<file path="src/core/spi_cfg.svh">
`ifndef SPI_CFG_SVH
`define SPI_CFG_SVH

// ****************************************
// register indices (byte address = 4 * index)
// ****************************************
`define IDX_CTL      6'h00
`define IDX_BRW      6'h06
`define IDX_STAT     6'h08
`define IDX_RXBUF    6'h0C
`define IDX_TXBUF    6'h0E
`define IDX_IE       6'h2A
`define IDX_IFG      6'h2C
`define IDX_IV       6'h2E

// ****************************************
// control word fields
// ****************************************
`define CTL_RST      16'h01C1
`define CTL_WMASK    16'hFFC3
`define CTL_SWMASK   16'h0001
`define CTL_SWRST    0
`define CTL_STEM     1
`define CTL_MODE_LO  9
`define CTL_MODE_HI  10
`define CTL_MST      11
`define CTL_7BIT     12
`define MODE_3PIN    2'h0
`define MODE_STE_HI  2'h1
`define MODE_STE_LO  2'h2

// ****************************************
// status, enable, flag and vector fields
// ****************************************
`define STAT_LISTEN  7
`define STAT_FE      6
`define STAT_OE      5
`define IRQ_TX       1
`define IRQ_RX       0
`define IFG_RST      2'h2
`define IE_RST       2'h0
`define IV_NONE      16'h0000
`define IV_RX        16'h0002
`define IV_TX        16'h0004

// ****************************************
// character lengths
// ****************************************
`define CHAR_LEN8    4'h8
`define CHAR_LEN7    4'h7

`endif

</file>
<file path="src/core/spi_pkg.sv">
package spi_pkg;

	typedef enum logic {
		PH_IDLE,
		PH_RUN
	} eng_phase_t;

	typedef struct packed {
		logic        master;
		logic        seven;
		logic        loop;
		logic [1:0]  mode;
		logic        stem;
		logic [15:0] prescale;
	} eng_cfg_t;

	typedef struct packed {
		logic       busy;
		logic       done;
		logic       conflict;
		logic [7:0] rx_char;
	} eng_stat_t;

	typedef struct packed {
		eng_phase_t  ph;
		logic        sclk_s1;
		logic        sclk_s2;
		logic        sclk_d;
		logic        din_s1;
		logic        din_s2;
		logic        ste_s1;
		logic        ste_s2;
		logic        sclk_out;
		logic [15:0] div;
		logic [3:0]  cnt;
		logic [7:0]  tx_sh;
		logic [7:0]  rx_sh;
		logic        done;
		logic        conflict;
		logic [7:0]  rx_char;
	} eng_state_t;

	typedef struct packed {
		logic [15:0] ctl;
		logic [15:0] brw;
		logic        loop;
		logic        fe;
		logic        oe;
		logic [7:0]  rxbuf;
		logic [7:0]  txbuf;
		logic        tx_full;
		logic [1:0]  ie;
		logic [1:0]  ifg;
		logic        ack;
		logic [15:0] rdata;
		logic        irq;
	} regs_state_t;

endpackage

</file>
<file path="src/core/spi_shifter.sv">
`timescale 1ns/1ns
`include "spi_cfg.svh"

module spi_shifter (
	input  wire logic             mclk,
	input  wire logic             rst_n,
	input  wire logic             hold,
	input  wire spi_pkg::eng_cfg_t cfg,
	input  wire logic             load,
	input  wire logic [7:0]       tx_char,
	input  wire logic             clk_pin_in,
	input  wire logic             data_pin_in,
	input  wire logic             ste_pin_in,
	output logic                  clk_pin_out,
	output logic                  clk_pin_oe,
	output logic                  data_pin_out,
	output spi_pkg::eng_stat_t    stat
);

	spi_pkg::eng_state_t s_reg;
	spi_pkg::eng_state_t s_next;

	logic        ste_act;
	logic        rx_bit;
	logic        tick;
	logic        lead;
	logic        trail;
	logic        slave_en;
	logic [3:0]  nbits;
	logic [3:0]  cnt_inc;
	logic [15:0] reload;

	// ****************************************
	// shift engine
	// ****************************************
	always_comb begin
		s_next = s_reg;
		s_next.done = 1'b0;
		s_next.conflict = 1'b0;
		// first stage flops feed only the second stage
		s_next.sclk_s1 = clk_pin_in;
		s_next.sclk_s2 = s_reg.sclk_s1;
		s_next.sclk_d = s_reg.sclk_s2;
		s_next.din_s1 = data_pin_in;
		s_next.din_s2 = s_reg.din_s1;
		s_next.ste_s1 = ste_pin_in;
		s_next.ste_s2 = s_reg.ste_s1;
		ste_act = (cfg.mode == `MODE_STE_HI) ? s_reg.ste_s2 :
			(cfg.mode == `MODE_STE_LO) ? !s_reg.ste_s2 : 1'b0;
		slave_en = (cfg.mode == `MODE_3PIN) || ste_act;
		rx_bit = cfg.loop ? s_reg.tx_sh[7] : s_reg.din_s2;
		nbits = cfg.seven ? `CHAR_LEN7 : `CHAR_LEN8;
		cnt_inc = 4'(s_reg.cnt + 4'h1);
		reload = (cfg.prescale == 16'h0000) ? 16'h0000 :
			16'(cfg.prescale - 16'h0001);
		tick = (s_reg.div == 16'h0000);
		lead = cfg.master ? (tick && !s_reg.sclk_out) :
			(s_reg.sclk_s2 && !s_reg.sclk_d);
		trail = cfg.master ? (tick && s_reg.sclk_out) :
			(!s_reg.sclk_s2 && s_reg.sclk_d);
		if (hold) begin
			s_next.ph = spi_pkg::PH_IDLE;
			s_next.sclk_out = 1'b0;
			s_next.cnt = 4'h0;
		end else if (cfg.master && cfg.mode != `MODE_3PIN &&
			!cfg.stem && ste_act) begin
			// another master owns the bus: abort the frame at once, clock output still enabled and held low
			s_next.ph = spi_pkg::PH_IDLE;
			s_next.sclk_out = 1'b0;
			s_next.cnt = 4'h0;
			s_next.conflict = 1'b1;
		end else begin
			unique case (s_reg.ph)
				spi_pkg::PH_IDLE: begin
					if (load) begin
						s_next.ph = spi_pkg::PH_RUN;
						s_next.tx_sh = cfg.seven ?
							{tx_char[6:0], 1'b0} : tx_char;
						s_next.rx_sh = 8'h00;
						s_next.cnt = 4'h0;
						s_next.div = reload;
					end else if (!cfg.master && slave_en && lead) begin
						s_next.ph = spi_pkg::PH_RUN;
						s_next.tx_sh = 8'h00;
						s_next.rx_sh = {7'h00, rx_bit};
						s_next.cnt = 4'h0;
					end
				end
				spi_pkg::PH_RUN: begin
					if (!cfg.master && !slave_en) begin
						s_next.ph = spi_pkg::PH_IDLE;
						s_next.cnt = 4'h0;
					end else begin
						if (cfg.master) begin
							s_next.div = tick ? reload :
								16'(s_reg.div - 16'h0001);
							if (tick) begin
								s_next.sclk_out = !s_reg.sclk_out;
							end
						end
						if (lead) begin
							s_next.rx_sh = {s_reg.rx_sh[6:0], rx_bit};
						end
						if (trail) begin
							s_next.tx_sh = {s_reg.tx_sh[6:0], 1'b0};
							s_next.cnt = cnt_inc;
							if (cnt_inc == nbits) begin
								s_next.ph = spi_pkg::PH_IDLE;
								s_next.done = 1'b1;
								s_next.rx_char = s_reg.rx_sh;
							end
						end
					end
				end
			endcase
		end
	end

	always_ff @(posedge mclk) begin
		if (!rst_n) begin
			s_reg <= '0;
		end else begin
			s_reg <= s_next;
		end
	end

	assign clk_pin_out = s_reg.sclk_out;
	assign clk_pin_oe = cfg.master && !hold;
	assign data_pin_out = s_reg.tx_sh[7];
	assign stat.busy = (s_reg.ph == spi_pkg::PH_RUN);
	assign stat.done = s_reg.done;
	assign stat.conflict = s_reg.conflict;
	assign stat.rx_char = s_reg.rx_char;

endmodule

</file>
<file path="src/core/spi_status_buffers_irq.sv">
// Our own choices: register access over Avalon-MM and the placing of the registers.
`timescale 1ns/1ns
`include "spi_cfg.svh"

// Notes on behaviour
// - loopback feeds transmit output into receiver
// - 4-wire master bus conflict sets framing flag
// - framing flag unused in 3-wire or slave
// - unread receive buffer overwritten sets overrun
// - receive buffer read clears overrun automatically
// - busy bit shows transfer in progress
// - receive buffer low byte, upper byte zero
// - receive read clears error and receive flags
// - 7-bit receive right-aligned, bit 7 zero
// - transmit buffer holds character until loaded
// - transmit buffer write clears transmit flag
// - 7-bit transmit ignores and clears bit 7
// - enables: transmit bit 1, receive bit 0
// - transmit flag set while buffer empty
// - receive flag set on complete character
// - soft reset bit holds logic in reset
// - character length bit: 0 eight, 1 seven
// - vector 0, 2 receive first, 4 transmit

module spi_status_buffers_irq (
	input  wire logic        mclk,
	input  wire logic        rst_n,
	input  wire logic [7:0]  address,
	input  wire logic        read,
	input  wire logic        write,
	input  wire logic [31:0] writedata,
	input  wire logic [3:0]  byteenable,
	output logic      [31:0] readdata,
	output logic             waitrequest,
	input  wire logic        clk_pin_in,
	output logic             clk_pin_out,
	output logic             clk_pin_oe,
	input  wire logic        data_pin_in,
	output logic             data_pin_out,
	input  wire logic        ste_pin_in,
	output logic             irq
);

	spi_pkg::regs_state_t s_reg;
	spi_pkg::regs_state_t s_next;
	spi_pkg::eng_cfg_t    cfg;
	spi_pkg::eng_stat_t   eng;

	logic        swrst;
	logic        seven;
	logic        load;
	logic        wr_ok;
	logic        rd_ok;
	logic        rd_rx;
	logic        wr_tx;
	logic [5:0]  idx;
	logic [15:0] lane;
	logic [1:0]  pend;
	logic [15:0] iv;

	function automatic logic [15:0] merge16(
		input logic [15:0] old_v,
		input logic [15:0] new_v,
		input logic [15:0] mask
	);
		return (old_v & ~mask) | (new_v & mask);
	endfunction

	// ****************************************
	// configuration seen by the shift engine
	// ****************************************
	assign swrst = s_reg.ctl[`CTL_SWRST];
	assign seven = s_reg.ctl[`CTL_7BIT];
	assign cfg.master = s_reg.ctl[`CTL_MST];
	assign cfg.seven = seven;
	assign cfg.loop = s_reg.loop;
	assign cfg.mode = s_reg.ctl[`CTL_MODE_HI:`CTL_MODE_LO];
	assign cfg.stem = s_reg.ctl[`CTL_STEM];
	assign cfg.prescale = s_reg.brw;

	// buffer goes to the shifter only when it is idle, never mid-frame
	assign load = !swrst && s_reg.tx_full && !eng.busy && !eng.done;

	spi_shifter u_shifter (
		.mclk         (mclk),
		.rst_n        (rst_n),
		.hold         (swrst),
		.cfg          (cfg),
		.load         (load),
		.tx_char      (s_reg.txbuf),
		.clk_pin_in   (clk_pin_in),
		.data_pin_in  (data_pin_in),
		.ste_pin_in   (ste_pin_in),
		.clk_pin_out  (clk_pin_out),
		.clk_pin_oe   (clk_pin_oe),
		.data_pin_out (data_pin_out),
		.stat         (eng)
	);

	// ****************************************
	// bus decode
	// ****************************************
	assign idx = address[7:2];
	assign wr_ok = write && s_reg.ack;
	assign rd_ok = read && s_reg.ack;
	assign rd_rx = rd_ok && idx == `IDX_RXBUF;
	assign wr_tx = wr_ok && idx == `IDX_TXBUF && byteenable[0];
	assign lane = {{8{byteenable[1]}}, {8{byteenable[0]}}};
	assign pend = s_reg.ie & s_reg.ifg;
	assign iv = pend[`IRQ_RX] ? `IV_RX :
		pend[`IRQ_TX] ? `IV_TX : `IV_NONE;
	assign waitrequest = (read || write) && !s_reg.ack;
	assign readdata = {16'h0000, s_reg.rdata};
	assign irq = s_reg.irq;

	// ****************************************
	// register file
	// ****************************************
	always_comb begin
		s_next = s_reg;
		s_next.ack = (read || write) && !s_reg.ack;
		if ((read || write) && !s_reg.ack) begin
			s_next.rdata = 16'h0000;
			if (read) begin
				unique case (idx)
					`IDX_CTL:   s_next.rdata = s_reg.ctl;
					`IDX_BRW:   s_next.rdata = s_reg.brw;
					`IDX_STAT:  s_next.rdata = {8'h00, s_reg.loop,
						s_reg.fe, s_reg.oe, 4'h0, eng.busy};
					`IDX_RXBUF: s_next.rdata = {8'h00, s_reg.rxbuf};
					`IDX_TXBUF: s_next.rdata = {8'h00, s_reg.txbuf};
					`IDX_IE:    s_next.rdata = {14'h0000, s_reg.ie};
					`IDX_IFG:   s_next.rdata = {14'h0000, s_reg.ifg};
					`IDX_IV:    s_next.rdata = iv;
					default:    s_next.rdata = 16'h0000;
				endcase
			end
		end
		if (load) begin
			s_next.tx_full = 1'b0;
		end
		if (wr_ok) begin
			unique case (idx)
				`IDX_CTL: begin
					// fields freeze outside reset; reset bit stays writable
					s_next.ctl = merge16(s_reg.ctl, writedata[15:0],
						lane & (swrst ? `CTL_WMASK : `CTL_SWMASK));
				end
				`IDX_BRW: begin
					if (swrst) begin
						s_next.brw = merge16(s_reg.brw, writedata[15:0], lane);
					end
				end
				`IDX_STAT: begin
					// writable at any time through the low byte only; software keeps to reset time
					if (byteenable[0]) begin
						s_next.loop = writedata[`STAT_LISTEN];
						s_next.fe = writedata[`STAT_FE];
						s_next.oe = writedata[`STAT_OE];
					end
				end
				`IDX_TXBUF: begin
					if (byteenable[0]) begin
						s_next.txbuf = seven ? {1'b0, writedata[6:0]} :
							writedata[7:0];
						s_next.tx_full = 1'b1;
						s_next.ifg[`IRQ_TX] = 1'b0;
					end
				end
				`IDX_IE: begin
					if (byteenable[0]) begin
						s_next.ie = writedata[1:0];
					end
				end
				`IDX_IFG: begin
					if (byteenable[0]) begin
						s_next.ifg = writedata[1:0];
					end
				end
				default: begin
				end
			endcase
		end
		if (rd_rx) begin
			s_next.ifg[`IRQ_RX] = 1'b0;
			s_next.oe = 1'b0;
			s_next.fe = 1'b0;
		end
		// hardware sets below override software clears above
		if (!s_next.tx_full) begin
			s_next.ifg[`IRQ_TX] = 1'b1;
		end
		if (eng.done) begin
			s_next.rxbuf = seven ? {1'b0, eng.rx_char[6:0]} :
				eng.rx_char;
			s_next.ifg[`IRQ_RX] = 1'b1;
			if (s_reg.ifg[`IRQ_RX] && !rd_rx) begin
				s_next.oe = 1'b1;
			end
		end
		if (eng.conflict && cfg.master && cfg.mode != `MODE_3PIN) begin
			s_next.fe = 1'b1;
		end
		if (swrst) begin
			s_next.fe = 1'b0;
			s_next.oe = 1'b0;
			s_next.tx_full = 1'b0;
			s_next.ifg = `IFG_RST;
		end
		s_next.irq = |(s_next.ie & s_next.ifg);
	end

	always_ff @(posedge mclk) begin
		if (!rst_n) begin
			s_reg <= '0;
			s_reg.ctl <= `CTL_RST;
			s_reg.ifg <= `IFG_RST;
			s_reg.ie <= `IE_RST;
		end else begin
			s_reg <= s_next;
		end
	end
endmodule

</file>
<file path="config.mk">
export PLATFORM = sky130hd
export DESIGN_NAME = spi_status_buffers_irq
export DESIGN_NICKNAME = d
export VERILOG_FILES = /design/src/core/spi_pkg.sv /design/src/core/spi_shifter.sv /design/src/core/spi_status_buffers_irq.sv
export VERILOG_INCLUDE_DIRS = /design/src /design/src/core
export SDC_FILE = /design/constraint.sdc
export NUM_CORES = 1
export LEC_CHECK = 0
export BUFFER_PORTS_ARGS = -buffer_cell sky130_fd_sc_hd__buf_2
export CAP_MARGIN = 20
export CORE_MARGIN = 2
export CORE_UTILIZATION = 43
export CTS_CLUSTER_DIAMETER = 150
export DETAILED_ROUTE_END_ITERATION = 12
export GPL_ROUTABILITY_DRIVEN = 1
export SLEW_MARGIN = 20
export SYNTH_ARGS = -nofsm -noshare
export SYNTH_HDL_FRONTEND = slang
export SYNTH_SLANG_ARGS = --single-unit
</file>
<file path="constraint.sdc">
create_clock -name mclk -period 2.4 [get_ports mclk]
set_input_delay 0.36 -clock mclk [delete_from_list [all_inputs] [get_ports mclk]]
set_output_delay 0.36 -clock mclk [all_outputs]
set_load 0.01 [all_outputs]
</file>
=== After elaboration in Yosys (flattened, before gate mapping) ===
Index checks and enable logic that the tools add are counted.

* Memories: 0
* Bits in registers: 129
* Memory bits (read-only): 0
* Bits in writable memories: 0
* Latch bits: 0
* Input port bits: 51
* Logic and storage cells: 180

* Muxes and demuxes: 56
* Shift-type cells: 0
* Bitwise gates (word level): 17
* Reduce and logical (&&, ||, !) cells: 58
* $mul: 0
* Div/mod/pow operators: 0
* $add $sub $neg: 3
* Equal/unequal tests: 17
* Magnitude comparators: 0

{| class="wikitable"
|+ Operator list
! kind !! number
|-
| $pmux 16 s8 || 1
|-
| $mux 16 || 7
|-
| $and 16x16->16 || 5
|-
| $pmux 36 s2 || 1
|-
| $mux 20 || 2
|-
| $logic_not 16->1 || 2
|-
| $mux 8 || 4
|-
| $not 16->16 || 2
|-
| $or 16x16->16 || 2
|-
| $sub 16x1->16 const B || 2
|-
| $mux 1 || 23
|-
| $logic_and 1x1->1 || 21
|-
| $eq 6x4->1 const B || 3
|-
| $eq 6x6->1 const B || 3
|-
| $mux 17 || 1
|-
| $mux 2 || 8
|-
| $reduce_and 5->1 || 3
|-
| $logic_not 1->1 || 12
|-
| $mux 12 || 1
|-
| $reduce_and 3->1 || 4
|-
| $ne 2x2->1 const B || 5
|-
| $mux 9 || 1
|-
| $reduce_bool 3->1 || 3
|-
| $mux 4 || 2
|-
| 22 further kinds || 33
|}

=== Logic depth before layout (Yosys ltp) ===
* Word-level depth: 13
* Mapped depth: 8
* Depth with buffers taken out: 7

=== Hierarchy ===
From an unflattened synthesis, not the netlist that was laid out.

* Cell total of the unflattened synthesis: 754
* Area, all modules: 6,412.4 µm²

{| class="wikitable"
|+ By module, submodules not included
! module !! area an instance (µm²) !! seq. area each (µm²) !! times used !! cells each
|-
| spi_status_buffers_irq || 3,290.7 || 1,401.3 || 1 || 361
|-
| spi_shifter || 3,121.7 || 1,101.1 || 1 || 393
|}

=== Least setup slack after synthesis ===
OpenSTA, ideal clock, no wires.

* Path kind: register to register
* Start: register u_shifter.s_reg[36] (netlist name)
* End: register u_shifter.s_reg[43] (netlist name)
* Path buffers: 0
* Stages on the path, launching flop included: 6
* Clock period less this slack: 2.044 ns
* Data arrival time: 1.924 ns
* Slack: 0.356 ns
* Cells stage by stage: dfxtp_1 > or4_4 > or4_1 > o31ai_1 > o2bb2ai_1 > o31a_1

* Longest elaborated chain between the ends: 5

{| class="wikitable"
|+ RTL lines
! item !! RTL line !! RTL
|-
| start, declared || spi_shifter.sv:20 || <nowiki>spi_pkg::eng_state_t s_reg;</nowiki>
|-
| start signal, assigned || spi_shifter.sv:123 || <nowiki>s_reg <= s_next;</nowiki>
|-
| $sub 16x1->16 or $logic_not 16->1 (tied branches) || spi_shifter.sv:96, spi_shifter.sv:56 ||
|-
| $mux 16 (*) || spi_shifter.sv:95 || <nowiki>s_next.div = tick ? reload :</nowiki>
|-
| $mux 16 (*) || spi_shifter.sv:94 || <nowiki>if (cfg.master) begin</nowiki>
|-
| $mux 16 (*) || spi_shifter.sv:90 || <nowiki>if (!cfg.master && !slave_en) begin</nowiki>
|-
| $pmux 36 s2 (*) || spi_shifter.sv:73 || <nowiki>unique case (s_reg.ph)</nowiki>
|}

Mark *: on every way between the ends. The rest lies on a longest branch, timed or not. The select of a mux whose other input is x is not followed.
A chain may end at the register's enable or synchronous reset.

=== Worst setup path in the final report ===
* Start: register u_shifter.s_reg[42] (netlist name)
* End: register u_shifter.s_reg, in the netlist u_shifter.stat[2]

* Longest elaborated chain between the ends: 4

{| class="wikitable"
|+ RTL lines
! item !! RTL line !! RTL
|-
| $logic_not 16->1 || spi_shifter.sv:56 || <nowiki>tick = (s_reg.div == 16'h0000);</nowiki>
|-
| $logic_and 1x1->1 || spi_shifter.sv:59 || <nowiki>trail = cfg.master ? (tick && s_reg.sclk_out) :</nowiki>
|-
| $mux 1 || spi_shifter.sv:59 ||
|-
| $reduce_and 6->1 (no source line) || -- ||
|}

No other way between the ends.

==> run metrics <==
outcome=finished, final reports clean; sequential power share=0.432; Setup Viol. Count Final=0; vias per inst=roughly 6; I/O Pins=just under 90; sequential area share after synthesis=0.388; nets=roughly 840; Slew @ Worst Pin=0.679 ns; die area=about 16000 sq um; top_reg_cell synth=dfxtp_1; fraction of synthesis flops using an asynchronous set or reset pin=0; fmax=447 MHz; antenna violations before repair=0; maximum fanout along the worst path=8; largest family of logic cells by synthesized area=simple AND/OR/NAND/NOR gates; Cell Chain, Critical Path=nor4_1 -> and4_4 -> a31oi_4 -> or4_1 -> buf_4 -> mux2i_1; Hold Path Cell Cnt=2; Post-DP HPWL=~13000 um; 1st-pass router iterations=7; vias after detailed routing=about 5800; Hold Path Class=primary input to flop; # rows=44; post-route minimum period=~2.2 ns; post-synthesis cell type count=76; post-synthesis simple-gate area fraction=0.218; Clock power frac=0.534; Crit path depth=6; skew final=about 0.0092 ns; setup TNS=0 ns; max-cap violation count=0; multi-input logic area=roughly 3600 sq um; Area Growth Syn to Fin=16.7%; XOR/XNOR Fraction of Synth Area=0.0190; max incr delay on CP=between 0.4 and 0.5 ns; Final Max Slew Viols=0; Port Buffers=51; Worst setup EP type=flop; Iter 0 DRT Violations=between 400 and 500; first-pass GRT wire length=around 29000 um; syn_area_per_cell=between 8 and 9 sq um; Total Wirelength=about 18000 um; Post-synth EDFFs=0; Die Span X=~130 um; Net Switching=approximately 0.0012 W; Synth area leader=dfxtp_1; CTS sink cnt=around 130; All-Layer GR Usage=0.223; setup repair after global routing missed its margin=false; CTS Buffer Depth=2; clk_lat worst skew=around 0.42 ns; vias in the first global route=between 5000 and 6000; leak pwr=a little over 3 nW; antenna cells=0; number of synthesized register bits=roughly 130; Filler cells=1308; Place WS=approximately 0.032 ns; GP Congestion=between 0.8 and 0.9; DRT antenna net count=0; adder-cell share of the synthesized area=0.00775; cells after synthesis=between 700 and 800; WP data required=about 2.7 ns; gr ovfl total=0; CP top delay family=simple AND/OR/NAND/NOR gates; Slowest-stage cell, CP=nor4_1; WP data arrival=2.55 ns; CP bufs+invs=1; final worst slack=~0.16 ns; post-synth top area share=0.388; mapped cell area=between 6000 and 7000 sq um; CTS H-tree depth=4; logic gate share of total power=0.034; clock root buffer=clkbuf_16; total CTS buffers=17; Core Region=around 15000 sq um; mux share of post-synthesis cell area=0.121; WL/cell=around 18 um; Startpoint Class=flop; VDD IR max=approximately 0.53 mV; CTS tree=built; largest cells by area after synthesis=dfxtp_1, mux2i_1, nand2_1, buf_4, nor2_1; Slew HR=0.544; largest net degree at the start of global routing=59; complex-gate fraction of the synthesized area=0.173; number of remaining DRC errors=0; Pint=0.00368 W; Final period util=0.933; die height=127 um; Reg2Reg Depth=6; switching power share of the total=0.239; yosys warns=0; flip-flop and latch area=~2500 sq um; final total power=between 0.004 and 0.005 W; share of layout cells above drive strength 1=0.196; Initial Util=0.442; Final Hold Viols=0; clock slew at reported path FFs=about 0.060 ns; PwrDens=between 600 and 700 nW/um^2; Worst Setup Path Type=flop to flop
==> stage by stage <==
| step | utilization | hold WS (ns) | std cells | area (sq um) |
|---|---|---|---|---|
| 6_report | 0.516 | 0.144 | 978 | 7530 |
| 5_1_grt | 0.516 | 0.147 | 978 | 7530 |
| 4_1_cts | 0.514 | 0.134 | 976 | 7490 |
| 3_5_place_dp | 0.473 | 0.420 | 944 | 6900 |
| 3_3_place_gp | 0.473 | 0.423 | 944 | 6900 |
| 2_1_floorplan | - | 0.412 | 746 | 6510 |
==> layout by cell type (no fill, tap or decap), drive strengths merged, types with 6 or more instances in the layout <==
cell type,count
a211oi,7
a21oi,31
a22oi,17
a2bb2oi,8
a31oi,7
and2,14
buf,93
clkbuf,17
clkinv,6
conb,16
dfxtp,125
inv,17
mux2i,77
nand2,77
nand3,26
nand4b,6
nor2,58
nor2b,9
nor3,11
nor3b,7
nor4,10
o21ai,14
o22ai,6
o2bb2ai,8
or4,11
xnor2,6
xor2,8
==> routing by layer <==
| layer | part of all wire | track usage | vias up |
|---|---|---|---|
| li1 | - | - | 2727 |
| met1 | 0.45 | 0.299 | 2766 |
| met2 | 0.46 | 0.355 | 243 |
| met3 | 0.065 | 0.0477 | 35 |
| met4 | 0.023 | 0.0808 | 0 |
| met5 | 0 | 0 | - |
==> power groups by stage <==
stage / combinational, W / sequential, W / clock, W
final: 0.000163 / 0.00209 / 0.00258
after CTS: 0.000161 / 0.00209 / 0.00260
after floorplan: 0.000105 / 0.00213 / 0
after global routing: 0.000178 / 0.00209 / 0.00271
after global placement: 0.000156 / 0.00213 / 0
after detailed placement: 0.000160 / 0.00213 / 0
==> kinds of logic (layout without fill, tap and decap cells) <==
kind of cell	Yosys count	count (layout)
and+or+nand+nor	269	269
muxes	78	78
AOI/OAI and AO/OA	150	150
adders and majority gates	4	4
other	1	16
DFF	125	125
xor gates and xnor gates	14	14
buffers and inverters	90	138
==> area by class of cell <==
type,instances,share of cell area
clock inverters,15,0.0219
flip-flops and latches,125,0.332
inverters,13,0.00648
repair buffers,93,0.0791
well taps,184,0.0306
multi-input cells,531,0.473
clock buffers,17,0.0565
==> final timing paths <==
check | slack (ns) | to | from
setup / recovery | 0.16 | u_shifter.stat[2]$_SDFFE_PN0P_ | u_shifter.s_reg[42]$_SDFFE_PN0P_
hold / removal | 0.14 | u_shifter.s_next[47]$_SDFF_PN0_ | ste_pin_in
setup reg to reg | 0.16 | u_shifter.stat[2]$_SDFFE_PN0P_ | u_shifter.s_reg[42]$_SDFFE_PN0P_
hold reg to reg | 0.43 | u_shifter.s_next[51]$_SDFF_PN0_ | u_shifter.s_next[52]$_SDFF_PN0_
==> synthesized netlist by cell type, types with 4 or more instances <==
cell,count
or2_2,4
or4_1,10
nor4_1,8
o2bb2ai_1,8
a21o_1,4
o21ai_0,13
a31oi_1,6
o22ai_1,5
mux2i_1,77
xnor2_1,6
nand2b_1,5
nor2b_1,9
clkbuf_1,36
dfxtp_1,125
a31o_2,4
nor4b_1,4
xor2_1,8
buf_4,33
nand3b_1,4
a21oi_1,30
o31a_1,4
and3_1,4
nand3_1,26
a211oi_1,7
a222oi_1,5
buf_2,6
a2bb2oi_1,8
a22oi_1,17
nor2_1,58
nor3_1,9
and2_1,14
inv_1,13
nand4b_1,6
o21a_1,5
nand2_1,77
ha_1,4
o211ai_1,4
or3_1,5
nor3b_1,7
nand4_1,5
==> timing repair <==
action / 4_1_cts / 5_1_grt
endpoints found under the setup margin: 0 / 32
hold buffers: 0 / 0
endpoints found under the hold margin: 0 / 0
resized for setup: 0 / 5
buffers inserted: 0 / 2
No activity file was read; power rests on OpenSTA's default activity.
